`src/swk_pkg.sv`:
```
// Shared constants for the selective-wake controller and its host end.
// Assumes one 20 MHz clock shared by both ends and an 8-bit register port.
package swk_pkg;

    localparam int unsigned CLK_HZ = 20_000_000;
    localparam int unsigned CLK_MHZ = CLK_HZ / 1_000_000;

    // Bus silence timeout window, in milliseconds.
    localparam int unsigned SILENCE_MIN_MS = 600;
    localparam int unsigned SILENCE_MAX_MS = 1200;
    // Least time in cycles, from whole cycles per millisecond.
    localparam int unsigned SILENCE_CYCLES = (CLK_HZ / 1000) * SILENCE_MIN_MS;
    localparam int unsigned SILENCE_W = 24;

    // Default oscillator measurement pulse driven by the host.
    localparam int unsigned MEAS_PULSE_NS = 1000;
    localparam int unsigned MEAS_PULSE_CYCLES = (MEAS_PULSE_NS * CLK_MHZ + 999) / 1000;

    localparam int unsigned ADDR_W = 5;
    localparam int unsigned DATA_W = 8;

    // Register addresses on the device port.
    localparam logic [4:0] A_MODE = 5'h00;
    localparam logic [4:0] A_FLAGS = 5'h01;
    localparam logic [4:0] A_ECNT = 5'h02;
    localparam logic [4:0] A_CTRL = 5'h03;
    localparam logic [4:0] A_QUANTA = 5'h04;
    localparam logic [4:0] A_SAMPLE = 5'h05;
    localparam logic [4:0] A_RCLK = 5'h06;
    localparam logic [4:0] A_OSC_HI = 5'h07;
    localparam logic [4:0] A_OSC_LO = 5'h08;
    localparam logic [4:0] A_TRIM = 5'h09;
    localparam logic [4:0] A_TRIM_OPT = 5'h0a;
    localparam logic [4:0] A_MATCH_ID = 5'h0b;
    localparam logic [4:0] A_MATCH_MASK = 5'h0c;
    localparam logic [4:0] A_MATCH_LEN = 5'h0d;
    localparam logic [4:0] A_MATCH_DATA = 5'h0e;
    // Host-local registers.
    localparam logic [4:0] A_PULSE_LEN = 5'h10;
    localparam logic [4:0] A_PULSE_GO = 5'h11;

    // Flag register bit positions.
    localparam int unsigned F_BUS_WAKE = 0;
    localparam int unsigned F_WAKE_PATTERN = 1;
    localparam int unsigned F_WAKE_FRAME = 2;
    localparam int unsigned F_CFG_ERR = 3;

    // Control register bit positions.
    localparam int unsigned C_FD_TOL = 0;
    localparam int unsigned C_ERR_DIS = 1;
    localparam int unsigned C_OSC_MEAS = 2;
    localparam int unsigned C_RX_SEL = 3;
    localparam int unsigned C_UNLOCK_LO = 4;
    localparam logic [1:0] TRIM_UNLOCKED = 2'h3;

    // Transceiver mode codes; bit 2 selects selective wake.
    localparam logic [2:0] MODE_OFF = 3'h0;
    localparam logic [2:0] MODE_WK = 3'h1;
    localparam logic [2:0] MODE_SWK = 3'h5;
    localparam int unsigned MODE_SEL_BIT = 2;

    localparam logic [5:0] ECNT_OVF = 6'h20;

    // Reset values.
    localparam logic [2:0] MODE_RST = 3'h0;
    localparam logic [7:0] CTRL_RST = 8'h00;
    localparam logic [7:0] SAMPLE_RST = 8'h33;

    typedef enum logic [1:0] {
        DEC_IDLE = 2'b00,
        DEC_FRAME = 2'b01,
        DEC_SKIP = 2'b10
    } dec_state_t;

endpackage : swk_pkg

```
`src/swk_link_if.sv`:
```
// Link between the host end and the selective-wake device end.
// Assumes both ends run on the same clock; the transmit pin is one-way.
`timescale 1ns/1ns
`default_nettype none
interface swk_link_if;
    import swk_pkg::*;
    logic [4:0] addr;
    logic [7:0] wdata;
    logic wr;
    logic rd;
    logic [7:0] rdata;
    logic transmit_input_pin;

    modport dev (
        input addr,
        input wdata,
        input wr,
        input rd,
        output rdata,
        input transmit_input_pin
    );
    modport host (
        output addr,
        output wdata,
        output wr,
        output rd,
        input rdata,
        output transmit_input_pin
    );
endinterface : swk_link_if
`default_nettype wire

```
`src/swk_device_end.sv`:
```
// Device end: transceiver mode and wake flags, frame error counter,
// flexible-data-rate tolerant frame tracking, oscillator measure and trim.
// Assumes a frame decoder on this clock reports frame events; the bus
// receive level and the transmit pin arrive asynchronously.
`timescale 1ns/1ns
`default_nettype none
// Summary of operation
// - Restart from normal keeps Off modes
// - Restart maps 001-011 to wake-capable 001
// - Restart maps selective modes to 101, error set
// - Non-bus restart from sleep clears wake flags
// - Wake pattern in 001 sets wake flags
// - Matching frame sets frame flag, maybe pattern
// - Counter overflow wakes, sets error, reads 100000
// - Frame wake after silence also sets pattern flag
// - Fail-safe forces plain wake-capable mode
// - Bus wake pulses wake and sets flag
// - Software programs bit timing and receiver
// - Software programs frame match registers
// - Pulse on transmit pin measured in cycles
// - Trim writes need unlock 11 and measure
// - Tolerant mode skips and never wakes FD
// - Skipping ends at end-of-frame
// - EDL bit classifies frame, stops decoding
// - Tolerant off: FD/bad up, good down
// - Tolerant on: down on good; both held zero
// - Count disable clears on silence timeout
// - Silence timeout within 0.6 to 1.2 s
// - Mode bit 2 selects selective wake
module swk_device_end
    import swk_pkg::*;
#(
    parameter int unsigned SILENCE_CNT = SILENCE_CYCLES
) (
    input wire logic i_clk,
    input wire logic i_arst_n,
    swk_link_if.dev link,
    input wire logic i_rxd,
    input wire logic i_restart,
    input wire logic i_restart_from_sleep,
    input wire logic i_sleep_entry,
    input wire logic i_failsafe_entry,
    input wire logic i_sof,
    input wire logic i_ctrl_field,
    input wire logic i_edl,
    input wire logic i_eof,
    input wire logic i_frame_ok,
    input wire logic i_frame_match,
    input wire logic i_wake_pattern,
    output logic o_can_wake,
    output logic o_swk_active,
    output logic o_decoder_ready,
    output logic o_fd_tolerant_enable,
    output logic o_wake_receiver_select,
    output logic [7:0] o_bit_quanta,
    output logic [7:0] o_sample_point,
    output logic [7:0] o_recovery_clock,
    output logic [7:0] o_osc_trim_value,
    output logic [7:0] o_osc_trim_option,
    output logic [7:0] o_match_identifier,
    output logic [7:0] o_match_identifier_mask,
    output logic [7:0] o_match_length,
    output logic [7:0] o_match_payload
);
    function automatic logic selective(input logic [2:0] m);
        selective = m[MODE_SEL_BIT] && (m[1:0] != 2'b00);
    endfunction : selective

    logic [2:0] mode_q, mode_d;
    logic [3:0] flags_q, flags_d;
    logic [5:0] ecnt_q, ecnt_d;
    logic [7:0] ctrl_q, ctrl_d;
    logic [7:0] cfg_q [A_QUANTA:A_MATCH_DATA];
    logic armed_q, armed_d;
    logic silence_seen_q, silence_seen_d;
    logic [SILENCE_W-1:0] sil_q, sil_d;
    logic [15:0] osc_q, osc_d;
    logic [7:0] rdata_q, rdata_d;
    logic wake_q;
    dec_state_t dec_q, dec_d;
    logic rxd_m, rxd_s, txd_m, txd_s, txd_p;

    // Register port decode.
    wire wr_mode = link.wr && (link.addr == A_MODE);
    wire wr_flags = link.wr && (link.addr == A_FLAGS);
    wire wr_ctrl = link.wr && (link.addr == A_CTRL);
    wire trim_open = (ctrl_q[C_UNLOCK_LO +: 2] == TRIM_UNLOCKED) && ctrl_q[C_OSC_MEAS];
    wire wr_cfg = link.wr && (link.addr >= A_QUANTA) && (link.addr <= A_MATCH_DATA) &&
                  (link.addr != A_OSC_HI) && (link.addr != A_OSC_LO) &&
                  (((link.addr != A_TRIM) && (link.addr != A_TRIM_OPT)) || trim_open);

    // Effective transceiver behaviour.
    wire fd_tol = ctrl_q[C_FD_TOL];
    wire err_dis = ctrl_q[C_ERR_DIS];
    wire cfg_err = flags_q[F_CFG_ERR];
    wire swk_on = selective(mode_q) && !cfg_err;
    wire wk_capable = (mode_q == MODE_WK) || ((mode_q == MODE_SWK) && cfg_err);

    // Bus silence timer runs while the synchronised receive line stays recessive.
    wire sil_expire = rxd_s && (sil_q == SILENCE_W'(SILENCE_CNT - 1));
    assign sil_d = !rxd_s ? '0 : (sil_expire || sil_q == SILENCE_W'(SILENCE_CNT)) ?
                   SILENCE_W'(SILENCE_CNT) : sil_q + 1'b1;

    // Frame tracking: the EDL bit in the control field decides the frame class.
    wire in_frame = (dec_q == DEC_FRAME);
    wire fd_seen = in_frame && i_ctrl_field && i_edl;
    wire frame_done = in_frame && i_eof;
    wire frame_bad = (frame_done && !i_frame_ok) || (fd_seen && !fd_tol);
    wire frame_good = (frame_done && i_frame_ok) || (fd_seen && fd_tol && !err_dis);
    always_comb begin
        case (dec_q)
            DEC_IDLE: dec_d = i_sof ? DEC_FRAME : DEC_IDLE;
            DEC_FRAME: dec_d = fd_seen ? DEC_SKIP : (i_eof ? DEC_IDLE : DEC_FRAME);
            DEC_SKIP: dec_d = i_eof ? DEC_IDLE : DEC_SKIP;
            default: dec_d = DEC_IDLE;
        endcase
    end

    // Error counter, active only while selective wake really runs.
    wire ecnt_ovf = swk_on && frame_bad && (ecnt_q == ECNT_OVF - 6'h01);
    wire cfg_err_clr = wr_flags && link.wdata[F_CFG_ERR];
    always_comb begin
        ecnt_d = ecnt_q;
        if (fd_tol && err_dis) begin
            ecnt_d = 6'h00;
        end else if (cfg_err_clr && ecnt_q == ECNT_OVF) begin
            ecnt_d = 6'h00;
        end else if (swk_on && frame_bad) begin
            ecnt_d = ecnt_q + 6'h01;
        end else if (swk_on && frame_good && ecnt_q != 6'h00 && ecnt_q != ECNT_OVF) begin
            ecnt_d = ecnt_q - 6'h01;
        end
    end

    // Wake sources; an FD frame never reaches frame_done, so it cannot cause a frame wake.
    wire pat_wake = armed_q && wk_capable && i_wake_pattern;
    wire frm_wake = armed_q && swk_on && frame_done && i_frame_ok && i_frame_match;
    wire ovf_wake = armed_q && ecnt_ovf;
    wire any_wake = pat_wake || frm_wake || ovf_wake;
    wire other_restart = i_restart && i_restart_from_sleep && !flags_q[F_BUS_WAKE];

    // Flags: hardware set wins over a same-cycle write-one-to-clear.
    always_comb begin
        flags_d = flags_q;
        if (wr_flags) begin
            flags_d = flags_q & ~link.wdata[3:0];
        end
        if (other_restart) begin
            flags_d[F_BUS_WAKE] = 1'b0;
            flags_d[F_WAKE_PATTERN] = 1'b0;
            flags_d[F_WAKE_FRAME] = 1'b0;
        end
        if (any_wake) begin
            flags_d[F_BUS_WAKE] = 1'b1;
        end
        if (pat_wake || (frm_wake && silence_seen_q)) begin
            flags_d[F_WAKE_PATTERN] = 1'b1;
        end
        if (frm_wake) begin
            flags_d[F_WAKE_FRAME] = 1'b1;
        end
        if (ovf_wake) begin
            flags_d[F_CFG_ERR] = 1'b1;
        end
        if (i_restart && !i_restart_from_sleep) begin
            flags_d[F_CFG_ERR] = selective(mode_q);
        end else if (other_restart && selective(mode_q)) begin
            flags_d[F_CFG_ERR] = 1'b1;
        end
    end

    // Mode field: fail-safe over restart over sleep entry over software.
    always_comb begin
        mode_d = mode_q;
        if (i_failsafe_entry) begin
            mode_d = MODE_WK;
        end else if (i_restart && !i_restart_from_sleep) begin
            if (mode_q[1:0] == 2'b00) begin
                mode_d = mode_q;
            end else if (mode_q[MODE_SEL_BIT]) begin
                mode_d = MODE_SWK;
            end else begin
                mode_d = MODE_WK;
            end
        end else if (i_sleep_entry && mode_q[1:0] != 2'b00) begin
            mode_d = mode_q[MODE_SEL_BIT] ? MODE_SWK : MODE_WK;
        end else if (wr_mode) begin
            mode_d = link.wdata[2:0];
        end
    end

    // A wake disarms the transceiver until a mode write or sleep entry rearms it.
    assign armed_d = (wr_mode || i_sleep_entry) ? 1'b1 : (any_wake ? 1'b0 : armed_q);
    assign silence_seen_d = (wr_mode || i_sleep_entry) ? 1'b0 : (silence_seen_q || sil_expire);

    // Control bits; the count disable clears itself on silence.
    always_comb begin
        ctrl_d = wr_ctrl ? link.wdata : ctrl_q;
        if (sil_expire) begin
            ctrl_d[C_ERR_DIS] = 1'b0;
        end
        if (i_failsafe_entry) begin
            ctrl_d[C_FD_TOL] = ctrl_q[C_FD_TOL];
        end
    end

    // Oscillator measure: count cycles while the transmit pin is held low.
    wire meas_on = ctrl_q[C_OSC_MEAS] && (mode_q[1:0] == 2'b00);
    assign osc_d = !meas_on ? osc_q : (txd_p && !txd_s) ? 16'h0001 :
                   (!txd_s && osc_q != 16'hffff) ? osc_q + 16'h0001 : osc_q;

    // Read mux; unmapped addresses read zero.
    always_comb begin
        rdata_d = 8'h00;
        if (link.rd) begin
            case (link.addr)
                A_MODE: rdata_d = {5'h00, mode_q};
                A_FLAGS: rdata_d = {4'h0, flags_q};
                A_ECNT: rdata_d = {2'h0, ecnt_q};
                A_CTRL: rdata_d = ctrl_q;
                A_OSC_HI: rdata_d = osc_q[15:8];
                A_OSC_LO: rdata_d = osc_q[7:0];
                default: rdata_d = (link.addr >= A_QUANTA && link.addr <= A_MATCH_DATA) ?
                                   cfg_q[link.addr] : 8'h00;
            endcase
        end
    end
    assign link.rdata = rdata_q;

    always_ff @(posedge i_clk or negedge i_arst_n) begin
        if (!i_arst_n) begin
            rxd_m <= 1'b1;
            rxd_s <= 1'b1;
            txd_m <= 1'b1;
            txd_s <= 1'b1;
            txd_p <= 1'b1;
        end else begin
            rxd_m <= i_rxd;
            rxd_s <= rxd_m;
            txd_m <= link.transmit_input_pin;
            txd_s <= txd_m;
            txd_p <= txd_s;
        end
    end

    always_ff @(posedge i_clk or negedge i_arst_n) begin
        if (!i_arst_n) begin
            mode_q <= MODE_RST;
            flags_q <= 4'h0;
            ecnt_q <= 6'h00;
            ctrl_q <= CTRL_RST;
            armed_q <= 1'b0;
            silence_seen_q <= 1'b0;
            sil_q <= '0;
            osc_q <= 16'h0000;
            rdata_q <= 8'h00;
            wake_q <= 1'b0;
            dec_q <= DEC_IDLE;
        end else begin
            mode_q <= mode_d;
            flags_q <= flags_d;
            ecnt_q <= ecnt_d;
            ctrl_q <= ctrl_d;
            armed_q <= armed_d;
            silence_seen_q <= silence_seen_d;
            sil_q <= sil_d;
            osc_q <= osc_d;
            rdata_q <= rdata_d;
            wake_q <= any_wake;
            dec_q <= dec_d;
        end
    end

    // Software-owned configuration bytes for timing, trim and frame matching.
    for (genvar a = A_QUANTA; a <= A_MATCH_DATA; a++) begin : g_cfg
        always_ff @(posedge i_clk or negedge i_arst_n) begin
            if (!i_arst_n) begin
                cfg_q[a] <= (a == A_SAMPLE) ? SAMPLE_RST : 8'h00;
            end else if (wr_cfg && link.addr == 5'(a)) begin
                cfg_q[a] <= link.wdata;
            end
        end
    end

    assign o_can_wake = wake_q;
    assign o_swk_active = swk_on;
    assign o_decoder_ready = (dec_q == DEC_IDLE);
    assign o_fd_tolerant_enable = ctrl_q[C_FD_TOL];
    assign o_wake_receiver_select = ctrl_q[C_RX_SEL];
    assign o_bit_quanta = cfg_q[A_QUANTA];
    assign o_sample_point = cfg_q[A_SAMPLE];
    assign o_recovery_clock = cfg_q[A_RCLK];
    assign o_osc_trim_value = cfg_q[A_TRIM];
    assign o_osc_trim_option = cfg_q[A_TRIM_OPT];
    assign o_match_identifier = cfg_q[A_MATCH_ID];
    assign o_match_identifier_mask = cfg_q[A_MATCH_MASK];
    assign o_match_length = cfg_q[A_MATCH_LEN];
    assign o_match_payload = cfg_q[A_MATCH_DATA];

endmodule : swk_device_end
`default_nettype wire

```
`src/flat_wrapper.sv`:
```
// flat-port wrapper written by rule: the top's interface ports become plain ports
module swk_device_end_flat import swk_pkg::*;
#(
    parameter int unsigned SILENCE_CNT = SILENCE_CYCLES
)
  (i_clk, i_arst_n, i_rxd, i_restart, i_restart_from_sleep, i_sleep_entry, i_failsafe_entry, i_sof, i_ctrl_field, i_edl, i_eof, i_frame_ok, i_frame_match, i_wake_pattern, o_can_wake, o_swk_active, o_decoder_ready, o_fd_tolerant_enable, o_wake_receiver_select, o_bit_quanta, o_sample_point, o_recovery_clock, o_osc_trim_value, o_osc_trim_option, o_match_identifier, o_match_identifier_mask, o_match_length, o_match_payload, link_addr, link_wdata, link_wr, link_rd, link_rdata, link_transmit_input_pin);
  swk_link_if link_i ();
  input wire logic i_clk;
  input wire logic i_arst_n;
  input wire logic i_rxd;
  input wire logic i_restart;
  input wire logic i_restart_from_sleep;
  input wire logic i_sleep_entry;
  input wire logic i_failsafe_entry;
  input wire logic i_sof;
  input wire logic i_ctrl_field;
  input wire logic i_edl;
  input wire logic i_eof;
  input wire logic i_frame_ok;
  input wire logic i_frame_match;
  input wire logic i_wake_pattern;
  output logic o_can_wake;
  output logic o_swk_active;
  output logic o_decoder_ready;
  output logic o_fd_tolerant_enable;
  output logic o_wake_receiver_select;
  output logic [7:0] o_bit_quanta;
  output logic [7:0] o_sample_point;
  output logic [7:0] o_recovery_clock;
  output logic [7:0] o_osc_trim_value;
  output logic [7:0] o_osc_trim_option;
  output logic [7:0] o_match_identifier;
  output logic [7:0] o_match_identifier_mask;
  output logic [7:0] o_match_length;
  output logic [7:0] o_match_payload;
  input wire logic [$bits(link_i.addr)-1:0] link_addr;
  input wire logic [$bits(link_i.wdata)-1:0] link_wdata;
  input wire logic [$bits(link_i.wr)-1:0] link_wr;
  input wire logic [$bits(link_i.rd)-1:0] link_rd;
  output wire logic [$bits(link_i.rdata)-1:0] link_rdata;
  input wire logic [$bits(link_i.transmit_input_pin)-1:0] link_transmit_input_pin;
  assign link_i.addr = link_addr;
  assign link_i.wdata = link_wdata;
  assign link_i.wr = link_wr;
  assign link_i.rd = link_rd;
  assign link_rdata = link_i.rdata;
  assign link_i.transmit_input_pin = link_transmit_input_pin;
  swk_device_end #(.SILENCE_CNT(SILENCE_CNT)) u_core (.i_clk(i_clk), .i_arst_n(i_arst_n), .link(link_i), .i_rxd(i_rxd), .i_restart(i_restart), .i_restart_from_sleep(i_restart_from_sleep), .i_sleep_entry(i_sleep_entry), .i_failsafe_entry(i_failsafe_entry), .i_sof(i_sof), .i_ctrl_field(i_ctrl_field), .i_edl(i_edl), .i_eof(i_eof), .i_frame_ok(i_frame_ok), .i_frame_match(i_frame_match), .i_wake_pattern(i_wake_pattern), .o_can_wake(o_can_wake), .o_swk_active(o_swk_active), .o_decoder_ready(o_decoder_ready), .o_fd_tolerant_enable(o_fd_tolerant_enable), .o_wake_receiver_select(o_wake_receiver_select), .o_bit_quanta(o_bit_quanta), .o_sample_point(o_sample_point), .o_recovery_clock(o_recovery_clock), .o_osc_trim_value(o_osc_trim_value), .o_osc_trim_option(o_osc_trim_option), .o_match_identifier(o_match_identifier), .o_match_identifier_mask(o_match_identifier_mask), .o_match_length(o_match_length), .o_match_payload(o_match_payload));
endmodule
```
`config.mk`:
```
export PLATFORM = sky130hd
export DESIGN_NAME = swk_device_end_flat
export DESIGN_NICKNAME = d
export VERILOG_FILES = /design/src/swk_pkg.sv /design/src/swk_link_if.sv /design/src/swk_device_end.sv /design/src/flat_wrapper.sv
export SDC_FILE = /design/constraint.sdc
export NUM_CORES = 1
export LEC_CHECK = 0
export ABC_AREA = 0
export BUFFER_PORTS_ARGS = -buffer_cell sky130_fd_sc_hd__buf_2
export CORE_UTILIZATION = 40
export DETAILED_ROUTE_END_ITERATION = 12
export PLACE_DENSITY_LB_ADDON = 0.3
export REMOVE_ABC_BUFFERS = 1
export SLEW_MARGIN = 25
export SYNTH_ARGS = -nofsm -noshare
export SYNTH_HDL_FRONTEND = slang
export SYNTH_SLANG_ARGS = --single-unit
```
`constraint.sdc`:
```
create_clock -name i_clk -period 3.3 [get_ports i_clk]
set_clock_uncertainty 0.15 [all_clocks]
set_input_delay 0.165 -clock i_clk [delete_from_list [all_inputs] [get_ports i_clk]]
set_output_delay 0.165 -clock i_clk [all_outputs]
set_load 0.01 [all_outputs]
```
==> reports/metrics.cfg <==
[global_routing]
grt_pass1_wl_um=33780
grt-ovfl-total=0
grt_max_degree=68
track_usage_pct=20.20
antenna_found_initial=0
grt_pass1_vias=6041

[logic_synthesis]
yosysWarnings=0
yosysSeqAreaShare_pct=46.36
postSynthAreaPerCell_um2=10.58
ys_ff_latch=157
synth_ff_type=dfrtp_1
syn_inst=803
synth_area_mm2=0.008498
synthDistinctLibCells=72
synth-edff-count=0
async_flop_share_pct=100.0

[clock_network]
clkSlewWorstSetupHoldPaths_ns=0.07
clk_latency_ns=0.43
cts_buffers=17
clock_sinks=157
cts_hold_buf=21
cts_htree_levels=4
cts_tree=built
cts_buffer_depth=2
post-cts-setup-buffers=0
cts_root_buf=clkbuf_16
cts_resized=0

[place]
place_area_mm2=0.008803
placedCellCount=1085
numPortBuffers=114
routabilityCongestion=0.8661
post-dp-hpwl_um=14910

[worst_setup_path]
reg2reg_depth=9
required_ns=3.47
worst-path-stages=9
cp_top_family=compound AO/OA/AOI/OAI gates
r2r_slack_ns=0.37
slowest_stage=dfrtp_1
start_kind=register
critPathKind=register to register
r2r-start=u_core.dec_q[1]
crit_path_max_incr_delay_ns=0.41
r2r-end=u_core.ecnt_q[5]
critPathCaptureType=register
critPathBufInv=0
path_max_fanout=5
arrival_ns=3.09
crit_chain=nand4b_1, o22ai_1, nand2_1, ha_1, a211oi_1, o21ai_0, a22o_1, a22oi_1, mux2_2

[die]
start_util_pct=41.33
die_h_um=147.8
dieArea_mm2=0.02183
rows=52
ioPinCount=115
die_w_um=147.8
core_mm2=0.02056

[sta]
setup_viol=0
drv_slew=0
hold_violations=0
layout_min_cycle_time_ns=2.927
fin_crit_sh_pct=88.70
slew_headroom_pct=45.41
rsz0062_at_grt=false
fmax_mhz=341.6
worst_pin_slew_ns=0.8158
fin_tns_setup_ns=0

[power]
power_mw=5.029
power_density_mw_per_mm2=523.9
p_leak_nw=4.408
ir_worst_vdd_mv=0.3248

[layout]
layout_common_cells=dfrtp_1, buf_2, mux2_2
final_common_cell=dfrtp_1
layout.nets=893
areaGrowthSynthToFinish_pct=12.94
final_core_util_pct=46.68
design_area_mm2=0.009598
drive_above_1_share_pct=31.68
finalNonFillerCells=1139

[min_path]
min_path_type=primary input to register
hold_path_startpoint=link_wdata[1]
holdPathEnd=u_core.ctrl_q[1]
hold_path_depth=3

[outcome]
status=complete, no violations

[route]
viasPerCell=5.446
vias=6203
wl_per_cell_um=18.64
drcViolationCount=0
dr.pass1.iters=5
wl_um=21230
detail-route-antenna-nets=0
drt_iter0_drc=450

[job]
drv_cap=0

per-stage QoR:
step / hold WS [ns] / setup slack, ns
floorplan: -0.2806 / 0.6253
global placement: 0.009838 / 0.4050
detailed placement: 0.01561 / 0.3853
CTS: 0.006665 / 0.3842
global route: 0.01805 / 0.1492
finish: 0.01915 / 0.3730
final cells by class:
class | instances | area [um^2]
Sequential cell | 157 | 3940
Fill cell | 1954 | 10960
Clock buffer | 19 | 452.9
Timing Repair Buffer | 147 | 889.6
Tap cell | 270 | 337.8
Antenna cell | 1 | 2.502
Multi-Input combinational cell | 512 | 3771
Clock inverter | 13 | 128.9
Inverter | 20 | 75.07
metal layers:
layer | track usage [%] | share of wire [%]
met1 | 27.91 | 47
met5 | 0 | 0
met2 | 31.44 | 47
met4 | 5.206 | 1.2
met3 | 5.278 | 5.0
worst max-delay path by stage:
stage	to	from
2_1_floorplan	u_core.ecnt_q[5]	u_core.dec_q[1]
3_3_place_gp	u_core.ecnt_q[5]	u_core.dec_q[1]
3_5_place_dp	u_core.ecnt_q[5]	u_core.dec_q[1]
4_1_cts	u_core.ecnt_q[5]	u_core.dec_q[1]
5_1_grt	u_core.ecnt_q[5]	u_core.dec_q[1]
6_report	u_core.ecnt_q[5]	u_core.dec_q[1]
cell usage after synthesis, types with 7 or more instances:
library cell | instances | area, um^2
clkbuf_1 | 27 | 101.4
nand4_1 | 15 | 93.84
inv_1 | 20 | 75.07
nand2_1 | 45 | 168.9
o22ai_1 | 9 | 56.30
ha_1 | 7 | 87.58
nor2b_1 | 10 | 62.56
and2_1 | 13 | 81.33
o31ai_1 | 7 | 52.55
nor2_1 | 49 | 183.9
nor3_1 | 8 | 40.04
mux2_2 | 89 | 1002
xnor2_1 | 16 | 140.1
a22oi_1 | 9 | 67.56
and3_1 | 7 | 43.79
xor2_1 | 11 | 96.34
dfstp_2 | 9 | 236.5
buf_4 | 72 | 540.5
o21ai_0 | 33 | 165.2
a21oi_1 | 26 | 130.1
nand2b_1 | 9 | 56.30
nand3_1 | 25 | 125.1
dfrtp_1 | 148 | 3704
buf_2 | 9 | 45.04
mux2i_1 | 19 | 190.2
tightest hold or removal path: stages:
cell and delay [ns]:
buf_2 0.19, mux2i_1 0.15, nor2_1 0.05
sequential cells by signal, summed over array words and instances (netlist names), 2 cells and up:
name                            cells
u_core.o_match_length               8
u_core.o_osc_trim_value             8
u_core.link.rdata                   8
u_core.o_match_payload              8
u_core.sil_q                       24
u_core.ecnt_q                       6
u_core.o_recovery_clock             8
u_core.dec_q                        2
u_core.o_osc_trim_option            8
u_core.o_sample_point               8
u_core.mode_q                       3
u_core.o_match_identifier_mask      8
u_core.osc_q                       16
u_core.o_match_identifier           8
u_core.cfg_q                        6
u_core.ctrl_q                       8
u_core.flags_q                      4
u_core.o_bit_quanta                 8
logic make-up after synthesis:
logic type               share of synthesized area (%)
flip-flops                                       46.36
multiplexers                                     15.09
adder cells (fa/ha/maj)                          1.266
XOR/XNOR                                         2.783
buffers and inverters                            9.261
AND/OR/NAND/NOR                                  14.15
AO/OA/AOI/OAI                                    11.09
report_power, final:
group | switching, mW | internal, mW | leakage [nW]
Combinational | 0.425 | 0.381 | 2.07
Sequential | 0.165 | 2.12 | 2.06
Clock | 0.841 | 1.09 | 0.281
Total | 1.43 | 3.60 | 4.41
Note: power is estimated with default switching activity, not from simulation.
